**src/logic/lws_defs.svh**
```systemverilog
// Constants for the LPC watchdog and status register block.
// Assumes inclusion by bare name from any file of the block.
`ifndef LWS_DEFS_SVH
`define LWS_DEFS_SVH

// I/O addresses decoded on the LPC bus
`define LWS_ADDR_POST 16'h0080
`define LWS_ADDR_ARM 16'h0443
`define LWS_ADDR_DISARM 16'h0444
`define LWS_ADDR_VERSION 16'h0445
`define LWS_ADDR_SLOT 16'h0447

// Slot register fixed upper bits
`define LWS_SLOT_FIXED 3'h7

// LPC field encodings
`define LWS_LAD_START 4'h0
`define LWS_LAD_SYNC_OK 4'h0
`define LWS_LAD_TAR 4'hF
`define LWS_CT_IO_RD 3'h0
`define LWS_CT_IO_WR 3'h1

// Watchdog timing: one step is one second of a 100 ns clock
`define LWS_STEP_MS 1000
`define LWS_CLK_NS 100
`define LWS_STEP_CYCLES ((`LWS_STEP_MS * 1000000) / `LWS_CLK_NS)

// Board reset pulse length in clock cycles
`define LWS_RST_PULSE_CYCLES 4'hF

`endif

```
**src/logic/lws_pkg.sv**
```systemverilog
// Types shared by the LPC watchdog and status register block.
// Assumes nothing of its surroundings.
package lws_pkg;

    // LPC target cycle phases
    typedef enum logic [3:0] {
        LWS_IDLE,
        LWS_CYC,
        LWS_ADDR,
        LWS_WDATA,
        LWS_HTAR,
        LWS_SYNC,
        LWS_RDATA,
        LWS_DTAR
    } lws_lpc_st_e;

    // All state of the top module
    typedef struct packed {
        lws_lpc_st_e st;
        logic [1:0] cnt;
        logic wr;
        logic [15:0] addr;
        logic [7:0] data;
        logic [3:0] lad_o;
        logic lad_oe;
        logic [7:0] post;
        logic [4:0] s1;
        logic [4:0] s2;
        logic [4:0] s3;
        logic [4:0] slot;
        logic arm;
        logic disarm;
        logic [7:0] interval;
    } lws_top_s;

    // All state of the watchdog timer
    typedef struct packed {
        logic armed;
        logic [7:0] secs;
        logic [23:0] pre;
        logic [3:0] rst_cnt;
    } lws_wdt_s;

endpackage

```
**src/logic/lws_wdt_if.sv**
```systemverilog
// Link between the register decoder and the watchdog timer.
// Assumes both ends share one clock.
`timescale 1ns/1ns
interface lws_wdt_if;
    logic arm;
    logic disarm;
    logic [7:0] interval;
    logic armed;
    logic expired;

    modport ctrl (output arm, output disarm, output interval, input armed, input expired);
    modport timer (input arm, input disarm, input interval, output armed, output expired);
endinterface
```
**src/logic/lws_top.sv**
```systemverilog
// LPC I/O target with post code latch, watchdog, version and slot position.
// Assumes the LPC bus runs on clk and the host follows LPC I/O cycle framing.
`timescale 1ns/1ns
`include "lws_defs.svh"

module lws_top #(
    parameter logic [3:0] VERSION_UNITS = 4'h1,
    parameter logic [3:0] VERSION_TENTHS = 4'h0,
    parameter int unsigned STEP_CYCLES = `LWS_STEP_CYCLES
) (
    // Clock and reset
    input wire logic clk,
    input wire logic rst_n,
    // LPC bus
    input wire logic lframe_n,
    input wire logic [3:0] lad_i,
    output logic [3:0] lad_o,
    output logic lad_oe,
    // Backplane slot address pins, bit 4 is slot_pos_msb, bit 0 slot_pos_lsb
    input wire logic [4:0] slot_pos_pins,
    // Board outputs
    output logic [7:0] progress_code_leds,
    output logic board_reset,
    output logic wdt_armed
);

    lws_pkg::lws_top_s r;
    lws_pkg::lws_top_s next_r;
    logic [15:0] addr_next;
    logic hit;
    logic [7:0] rd_mux;

    lws_wdt_if wdt ();

    ////////////////////////////////////////////////////////////////////////
    // Address as it stands after the current nibble
    assign addr_next = {r.addr[11:0], lad_i};

    // Claim only our own ports, so other targets can answer the rest
    always_comb begin
        if (r.wr) begin
            hit = (addr_next == `LWS_ADDR_POST) || (addr_next == `LWS_ADDR_ARM);
        end else begin
            hit = (addr_next == `LWS_ADDR_POST) || (addr_next == `LWS_ADDR_DISARM)
                || (addr_next == `LWS_ADDR_VERSION) || (addr_next == `LWS_ADDR_SLOT);
        end
    end

    // Read data for the decoded address
    always_comb begin
        case (addr_next)
            `LWS_ADDR_POST: rd_mux = r.post;
            `LWS_ADDR_VERSION: rd_mux = {VERSION_UNITS, VERSION_TENTHS};
            `LWS_ADDR_SLOT: rd_mux = {`LWS_SLOT_FIXED, r.slot};
            default: rd_mux = 8'h00;
        endcase
    end

    ////////////////////////////////////////////////////////////////////////
    // Next state: pin synchroniser, LPC cycle sequencer, register effects
    always_comb begin
        next_r = r;
        next_r.arm = 1'b0;
        next_r.disarm = 1'b0;

        // Slot pins are asynchronous; accept a value once two stages agree
        next_r.s1 = slot_pos_pins;
        next_r.s2 = r.s1;
        next_r.s3 = r.s2;
        if (r.s2 == r.s3) begin
            next_r.slot = r.s3;
        end

        if (!lframe_n) begin
            // A frame start aborts anything in progress; last start nibble wins
            next_r.lad_oe = 1'b0;
            next_r.cnt = 2'h0;
            if (lad_i == `LWS_LAD_START) begin
                next_r.st = lws_pkg::LWS_CYC;
            end else begin
                next_r.st = lws_pkg::LWS_IDLE;
            end
        end else begin
            case (r.st)
                lws_pkg::LWS_IDLE: begin
                    next_r.lad_oe = 1'b0;
                end
                lws_pkg::LWS_CYC: begin
                    // Only I/O reads and writes are ours
                    next_r.cnt = 2'h0;
                    if (lad_i[3:1] == `LWS_CT_IO_WR) begin
                        next_r.wr = 1'b1;
                        next_r.st = lws_pkg::LWS_ADDR;
                    end else if (lad_i[3:1] == `LWS_CT_IO_RD) begin
                        next_r.wr = 1'b0;
                        next_r.st = lws_pkg::LWS_ADDR;
                    end else begin
                        next_r.st = lws_pkg::LWS_IDLE;
                    end
                end
                lws_pkg::LWS_ADDR: begin
                    // Four nibbles, most significant first
                    next_r.addr = addr_next;
                    next_r.cnt = r.cnt + 2'h1;
                    if (r.cnt == 2'h3) begin
                        next_r.cnt = 2'h0;
                        if (!hit) begin
                            next_r.st = lws_pkg::LWS_IDLE;
                        end else if (r.wr) begin
                            next_r.st = lws_pkg::LWS_WDATA;
                        end else begin
                            next_r.data = rd_mux;
                            next_r.st = lws_pkg::LWS_HTAR;
                        end
                    end
                end
                lws_pkg::LWS_WDATA: begin
                    // Data arrives low nibble first
                    if (r.cnt == 2'h0) begin
                        next_r.data[3:0] = lad_i;
                        next_r.cnt = 2'h1;
                    end else begin
                        next_r.data[7:4] = lad_i;
                        next_r.cnt = 2'h0;
                        next_r.st = lws_pkg::LWS_HTAR;
                    end
                end
                lws_pkg::LWS_HTAR: begin
                    // Two turnaround clocks owned by the host
                    if (r.cnt == 2'h0) begin
                        next_r.cnt = 2'h1;
                    end else begin
                        next_r.cnt = 2'h0;
                        next_r.lad_o = `LWS_LAD_SYNC_OK;
                        next_r.lad_oe = 1'b1;
                        next_r.st = lws_pkg::LWS_SYNC;
                    end
                end
                lws_pkg::LWS_SYNC: begin
                    // Effects land on the ready sync, once per cycle
                    if (r.wr) begin
                        if (r.addr == `LWS_ADDR_POST) begin
                            next_r.post = r.data;
                        end
                        if ((r.addr == `LWS_ADDR_ARM) && (r.data != 8'h00)) begin
                            next_r.arm = 1'b1;
                            next_r.interval = r.data;
                        end
                        next_r.lad_o = `LWS_LAD_TAR;
                        next_r.st = lws_pkg::LWS_DTAR;
                    end else begin
                        if (r.addr == `LWS_ADDR_DISARM) begin
                            next_r.disarm = 1'b1;
                        end
                        next_r.lad_o = r.data[3:0];
                        next_r.cnt = 2'h0;
                        next_r.st = lws_pkg::LWS_RDATA;
                    end
                end
                lws_pkg::LWS_RDATA: begin
                    if (r.cnt == 2'h0) begin
                        next_r.lad_o = r.data[7:4];
                        next_r.cnt = 2'h1;
                    end else begin
                        next_r.lad_o = `LWS_LAD_TAR;
                        next_r.cnt = 2'h0;
                        next_r.st = lws_pkg::LWS_DTAR;
                    end
                end
                lws_pkg::LWS_DTAR: begin
                    // Drive ones for one clock, then release the bus
                    next_r.lad_oe = 1'b0;
                    next_r.st = lws_pkg::LWS_IDLE;
                end
                default: begin
                    next_r.lad_oe = 1'b0;
                    next_r.st = lws_pkg::LWS_IDLE;
                end
            endcase
        end
    end

    // State register
    always_ff @(posedge clk) begin
        if (!rst_n) begin
            r <= '0;
        end else begin
            r <= next_r;
        end
    end

    ////////////////////////////////////////////////////////////////////////
    // Watchdog timer
    assign wdt.arm = r.arm;
    assign wdt.disarm = r.disarm;
    assign wdt.interval = r.interval;

    lws_wdt #(
        .STEP_CYCLES(STEP_CYCLES)
    ) u_wdt (
        .clk(clk),
        .rst_n(rst_n),
        .wdt(wdt)
    );

    // Outputs from flip-flops; board_reset decodes the pulse counter
    assign lad_o = r.lad_o;
    assign lad_oe = r.lad_oe;
    assign progress_code_leds = r.post;
    assign board_reset = wdt.expired;
    assign wdt_armed = wdt.armed;

endmodule

```
**src/logic/lws_wdt.sv**
```systemverilog
// Seconds watchdog: prescaler, countdown and board reset pulse.
// Assumes arm and disarm are one-cycle pulses on clk and never coincide.
`timescale 1ns/1ns
`include "lws_defs.svh"
module lws_wdt #(
    parameter int unsigned STEP_CYCLES = `LWS_STEP_CYCLES
) (
    // Clock and reset
    input wire logic clk,
    input wire logic rst_n,
    // Control from the register decoder
    lws_wdt_if.timer wdt
);

    lws_pkg::lws_wdt_s r;
    lws_pkg::lws_wdt_s next_r;
    logic step;

    ////////////////////////////////////////////////////////////////////////
    // One-second enable; counting only while armed keeps the phase fresh
    assign step = r.armed && (r.pre == 24'(STEP_CYCLES - 1));

    // Next state
    always_comb begin
        next_r = r;
        if (r.rst_cnt != 4'h0) begin
            next_r.rst_cnt = r.rst_cnt - 4'h1;
        end
        if (r.armed) begin
            next_r.pre = step ? 24'h00_0000 : r.pre + 24'h00_0001;
        end
        // A refresh landing on the expiry step wins, so no board reset follows it
        if (step && !(wdt.arm && (wdt.interval != 8'h00))) begin
            // Expiry after exactly the programmed number of seconds
            if (r.secs == 8'h01) begin
                next_r.armed = 1'b0;
                next_r.rst_cnt = `LWS_RST_PULSE_CYCLES;
                next_r.secs = 8'h00;
            end else begin
                next_r.secs = r.secs - 8'h01;
            end
        end
        if (wdt.disarm) begin
            next_r.armed = 1'b0;
            next_r.pre = 24'h00_0000;
        end
        if (wdt.arm && (wdt.interval != 8'h00)) begin
            // Refresh restarts the full interval and a fresh second
            next_r.armed = 1'b1;
            next_r.secs = wdt.interval;
            next_r.pre = 24'h00_0000;
        end
    end

    // State register; disarmed after reset
    always_ff @(posedge clk) begin
        if (!rst_n) begin
            r <= '0;
        end else begin
            r <= next_r;
        end
    end

    assign wdt.armed = r.armed;
    assign wdt.expired = (r.rst_cnt != 4'h0);

endmodule

```
**config.mk**
```make
export PLATFORM = sky130hd
export DESIGN_NAME = lws_top
export DESIGN_NICKNAME = d
export VERILOG_FILES = /design/src/logic/lws_pkg.sv /design/src/logic/lws_wdt_if.sv /design/src/logic/lws_top.sv /design/src/logic/lws_wdt.sv
export VERILOG_INCLUDE_DIRS = /design/src /design/src/logic
export SDC_FILE = /design/constraint.sdc
export NUM_CORES = 1
export LEC_CHECK = 0
export BUFFER_PORTS_ARGS = -buffer_cell sky130_fd_sc_hd__buf_2
export CELL_PAD_IN_SITES_DETAIL_PLACEMENT = 0
export CELL_PAD_IN_SITES_GLOBAL_PLACEMENT = 2
export CORE_MARGIN = 2
export CORE_UTILIZATION = 37
export CTS_CLUSTER_DIAMETER = 50
export DETAILED_ROUTE_END_ITERATION = 7
export GPL_TIMING_DRIVEN = 1
export PLACE_DENSITY_LB_ADDON = 0.1
export SLEW_MARGIN = 0
export SYNTH_ARGS = -nofsm -noshare
export SYNTH_HDL_FRONTEND = slang
export SYNTH_SLANG_ARGS = --single-unit
```
**constraint.sdc**
```tcl
create_clock -name clk -period 2.95 [get_ports clk]
set_input_delay 0.59 -clock clk [delete_from_list [all_inputs] [get_ports clk]]
set_output_delay 0.59 -clock clk [all_outputs]
set_load 0.01 [all_outputs]
```
# Yosys cells after proc, flatten, opt, wreduce, memory -nomap -nowiden
# Index checks and enable logic that the tools add are counted.
# op_classes
shift	0
reduce_logical	40
order_cmp	0
n_eq_ne	31
n_mux	43
add_sub_neg	4
n_bitwise	4
n_div	0
mul	0
# ops
op	count
16-bit by 11-bit == test with 1-bit output (second input constant)	6
24-bit two-way mux	3
4-bit two-way mux	12
33-bit two-way mux	1
16-bit by 8-bit == test with 1-bit output (second input constant)	2
8-bit two-way mux	4
4-bit one-hot mux with 7 select lines	1
24-bit by 1-bit adder with 24-bit output (second input constant)	1
24-bit == test (second input constant)	1
8-bit one-hot mux with 3 select lines	1
2-bit != test (second input constant)	8
8-bit one-hot mux with 2 select lines	1
8-bit nonzero test	2
4-bit by 3-bit == test with 1-bit output (second input constant)	3
6-bit two-way mux	2
3-bit != test (second input constant)	4
4-bit one-hot mux with 3 select lines	1
4-bit AND reduction	3
6-bit AND reduction	2
1-bit two-way mux	10
2-bit AND reduction	5
9-bit two-way mux	1
3-bit nonzero test	3
4-bit by 2-bit == test with 1-bit output (second input constant)	2
27 further kinds	43
# word_totals
rom_bits	0
ram_bits	0
latch_bits	0
output_inout_bits	15
input_bits	12
regBits	111
elab_cells	142
mem_count	0

# Logic depth before layout (Yosys ltp)
# logic_depth
ltp_word	9
ltp_mapped	8
depth_no_buf	7

# Hierarchy
# A second synthesis with hierarchy kept.
# unflattened
hier_cells	620
hier_area_um2	5457.7
# by_module_without_submodules
mod	area_per_inst_um2	n_inst	cells_each	seq_area_each_um2
lws_top	3559.7	1	398	1461.4
lws_wdt	1898.1	1	222	740.7

# Worst setup path before layout
# Ideal clock, no wire load.
# synth_timing
kind	input-to-reg
from	input port lad_i[0]
to	register r[49] in the netlist's numbering
n_path_buf	0
slack_ns	0.756
t_arrival_ns	2.123
path_stages	6
required_time_ns	2.880
setup_time_ns	0.070
path_cell_list	or4_1 -> nor4_2 -> a32o_1 -> nor2_1 -> a211o_1 -> a21oi_1
# synth_via
elab_chain_len	7
elab_cells_between_ends	17
classes_between	eq/ne (6); mux (6); reduce/logical (5)
# synth_rtl
element	line_no	text
start, declared	lws_top.sv:16	input wire logic [3:0] lad_i,
parallel branches: the longest is 7 deep, another holds 16-bit by 11-bit == test with 1-bit output	n/a	
end signal, assigned	lws_top.sv:188	r <= next_r;
end, declared	lws_top.sv:27	lws_pkg::lws_top_s r;
# Parallel ways; which one is timed is not known. The select of a mux whose other input is x is not followed.
# A chain may end at the register's enable or synchronous reset.

# Worst setup path after layout
# layout_timing
from	register r, in the netlist addr_next[15]
to	register r[43] in the netlist's numbering
# layout_via
elab_chain_len	7
elab_cells_between_ends	17
classes_between	eq/ne (6); mux (6); reduce/logical (5)
# layout_rtl
element
parallel branches: the longest is 7 deep, another holds 16-bit by 11-bit == test with 1-bit output
# Parallel ways; which one is timed is not known. The select of a mux whose other input is x is not followed.

==> results_dict.tcl <==
set metrics [dict create \
    yosys_register_bits 110 \
    status "complete, no violations" \
    grtUsageTotal 0.1769 \
    first_iter_violations 231 \
    pin_count 27 \
    gp_congestion 0.7814 \
    place_inst 804 \
    ant_nets 0 \
    via_count 4215 \
    yosysSeqAreaShare 0.4256 \
    p_leak_nw 2.093 \
    cp.required_ns 3.22 \
    core_um2 13770 \
    clk_pin_slew_ns 0.07 \
    min_path_type "register to register" \
    first_global_vias 4024 \
    htreeDepth 3 \
    max_freq_ghz 0.4108 \
    cts-resized-gates 0 \
    totalWireLength_um 12430 \
    grt_pass1_wl_um 20800 \
    worstPathArrival_ns 2.70 \
    via_per_inst 5.140 \
    crit_path_end_kind "register" \
    final_layout_size_suffix_gt1_frac 0.1156 \
    hold_depth 1 \
    r2r_cells 7 \
    timing.hold.ws_ns 0.4394 \
    path_class "register to register" \
    initial_core_util 0.3756 \
    num-fill-cells 1467 \
    clk_latency_ns 0.35 \
    synth_edf_count 0 \
    synth.distinct_cells 60 \
    syn_area_per_cell_um2 8.345 \
    clockBufferDepth 2 \
    fin_skew_ns 0.009139 \
    tightest_slew_ns 0.6904 \
    min_period_ns 2.434 \
    rsz0062_at_grt "false" \
    async_flop_share 0 \
    cts_hold_buf 0 \
    fin_crit_sh 0.8251 \
    antenna_found_initial 0 \
    slew_violations 0 \
    cts_setup_buffers 0 \
    drc 0 \
    dp_hpwl_um 9093 \
    netlist_instances 620 \
    layout-area-overhead-vs-synth_pct 11.20 \
    dpl-instance-area_um2 5469 \
    synth_top_area_share 0.4256 \
    syn_area_um2 5174 \
    fin_cells 820 \
    fp-row-count 43 \
    cp_max_fo 9 \
    cts_tree "done" \
    hold_violations 0 \
    dieArea_um2 14950 \
    setup_tns_ns 0 \
    cts_buffers 9 \
    worst_slew_margin_rel 0.5362 \
    dr.pass1.iters 4 \
    num-nets-final 653 \
    wl_per_cell_um 15.16 \
    cts.sinks 110 \
    final_cell_area_um2 5753 \
    diodes 0 \
    yosysWarnings 0 \
    grt_max_degree 30 \
    yosysTopAreaCell "dfxtp_1" \
    maxCapViolCount 0 \
    ys.flop_type "dfxtp_1" \
    ir_worst_vdd_v 0.0002565 \
    syn-num-nets 638 \
    grt-ovfl-total 0 \
    synthTopCellsByArea "dfxtp_1, nor2_1, nand2_1, mux2i_1, a21oi_1" \
    portBuffers 26 \
    finalPower_mw 2.914 \
    die_w_um 122.3 \
    die-height_um 122.3 \
    root_buffer "clkbuf_16" \
    setup_viol 0 \
    cp-start-kind "register" \
    powerDensity_nw_per_um2 506.5 \
]
==> placed cells by master (no fill, tap or decap), types with 3 or more instances in the layout <==
cell	count
nor2_1	88
or4_1	12
o21ai_0	23
nor4bb_1	3
a211o_1	3
buf_2	26
and4_1	3
a21oi_1	41
clkbuf_16	9
and2_1	18
nand2_1	76
inv_1	16
nor4b_1	3
nand4b_1	3
nand2b_1	5
xor2_1	17
nor2b_1	9
or3_1	3
or2_2	3
nand3_1	27
nor4_1	8
and3_1	4
dfxtp_1	110
o31ai_1	4
buf_4	14
ha_1	6
nand4_1	9
a22oi_1	3
or4b_2	3
nor3_1	9
mux2i_1	27
o22a_1	3
xnor2_1	11
==> where the power goes <==
| group | internal, mW | total, mW | switching [mW] |
|---|---|---|---|
| logic | 0.0898 | 0.216 | 0.126 |
| registers | 1.51 | 1.53 | 0.0174 |
| clock network | 0.603 | 1.17 | 0.565 |
| total | 2.21 | 2.91 | 0.708 |
==> per-layer routing <==
layer / track usage / share of wire / vias to the layer above
li1: - / - / 2175
met1: 0.2275 / 0.49 / 1994
met2: 0.2976 / 0.48 / 41
met3: 0.04600 / 0.025 / 5
met4: 0.04095 / 0.0058 / 0
met5: 0 / 0 / -
==> state kept, by name, indices dropped and copies added (netlist names) <==
name / cells
r: 28
u_wdt.wdt.armed: 1
addr_next: 12
wdt.disarm: 1
progress_code_leds: 8
next_r: 10
wdt.arm: 1
wdt.interval: 8
lad_o: 4
lad_oe: 1
u_wdt.r: 36
==> final timing paths <==
check                start          to  slack [ns]
min             next_r[20]  next_r[15]        0.44
max reg2reg  addr_next[15]       r[43]        0.52
min reg2reg     next_r[20]  next_r[15]        0.44
max          addr_next[15]       r[43]        0.52
==> worst max-delay path, cell delays in order (launching register included) <==
cell and delay [ns]:
dfxtp_1 0.33, or4_1 0.65, nor4_2 0.50, buf_4 0.25, a32oi_1 0.21, nand2_1 0.18
nand2_1 0.07, a21oi_1 0.15
==> cell usage after synthesis, drive strengths merged, types with 2 or more instances <==
cell	instances
a211o	3
clkbuf	23
or2	3
nand2	77
o211ai	2
nand4b	3
nand3	27
or3	3
o22a	3
nor4b	5
a21o	2
o31ai	4
dfxtp	110
nor2b	10
ha	6
and3	4
inv	17
and2	18
nand2b	5
and4	3
a211oi	2
xnor2	11
a22oi	3
nor3	11
a21oi	41
o21ai	24
nor4	11
nor4bb	3
a21boi	2
buf	14
or4	13
mux2i	27
nor2	88
or4b	4
nand4	9
xor2	17
nor3b	2
==> per-stage QoR <==
stage	setup slack (ns)	util
finish	0.5160	0.4177
global route	0.3435	0.4177
CTS	0.5380	0.4177
detailed placement	0.2975	0.3971
global placement	0.4079	0.3971
floorplan	0.7562	-
==> area by class of cell <==
type                       instances  area [um^2]  area share
multi-input combinational        456         2723      0.4732
sequential                       110         2202      0.3828
timing repair buffer              41        255.2     0.04437
clock buffer                      10        239.0     0.04154
tap                              180        225.2     0.03915
inverter                          17        63.81     0.01109
clock inverter                     6        45.04    0.007829
==> cells by family (layout without fill, tap and decap cells) <==
logic type               after synthesis  count (layout)  synth area share
XOR/XNOR                              28              28           0.04740
adder cells (fa/ha/maj)                6               6           0.01451
multiplexers                          27              27           0.05224
buffers and inverters                 54              74           0.04812
AND/OR/NAND/NOR                      300             300            0.3023
flip-flops                           110             110            0.4256
AO/OA/AOI/OAI                         95              95            0.1098
No activity file was read; power rests on OpenSTA's default activity.
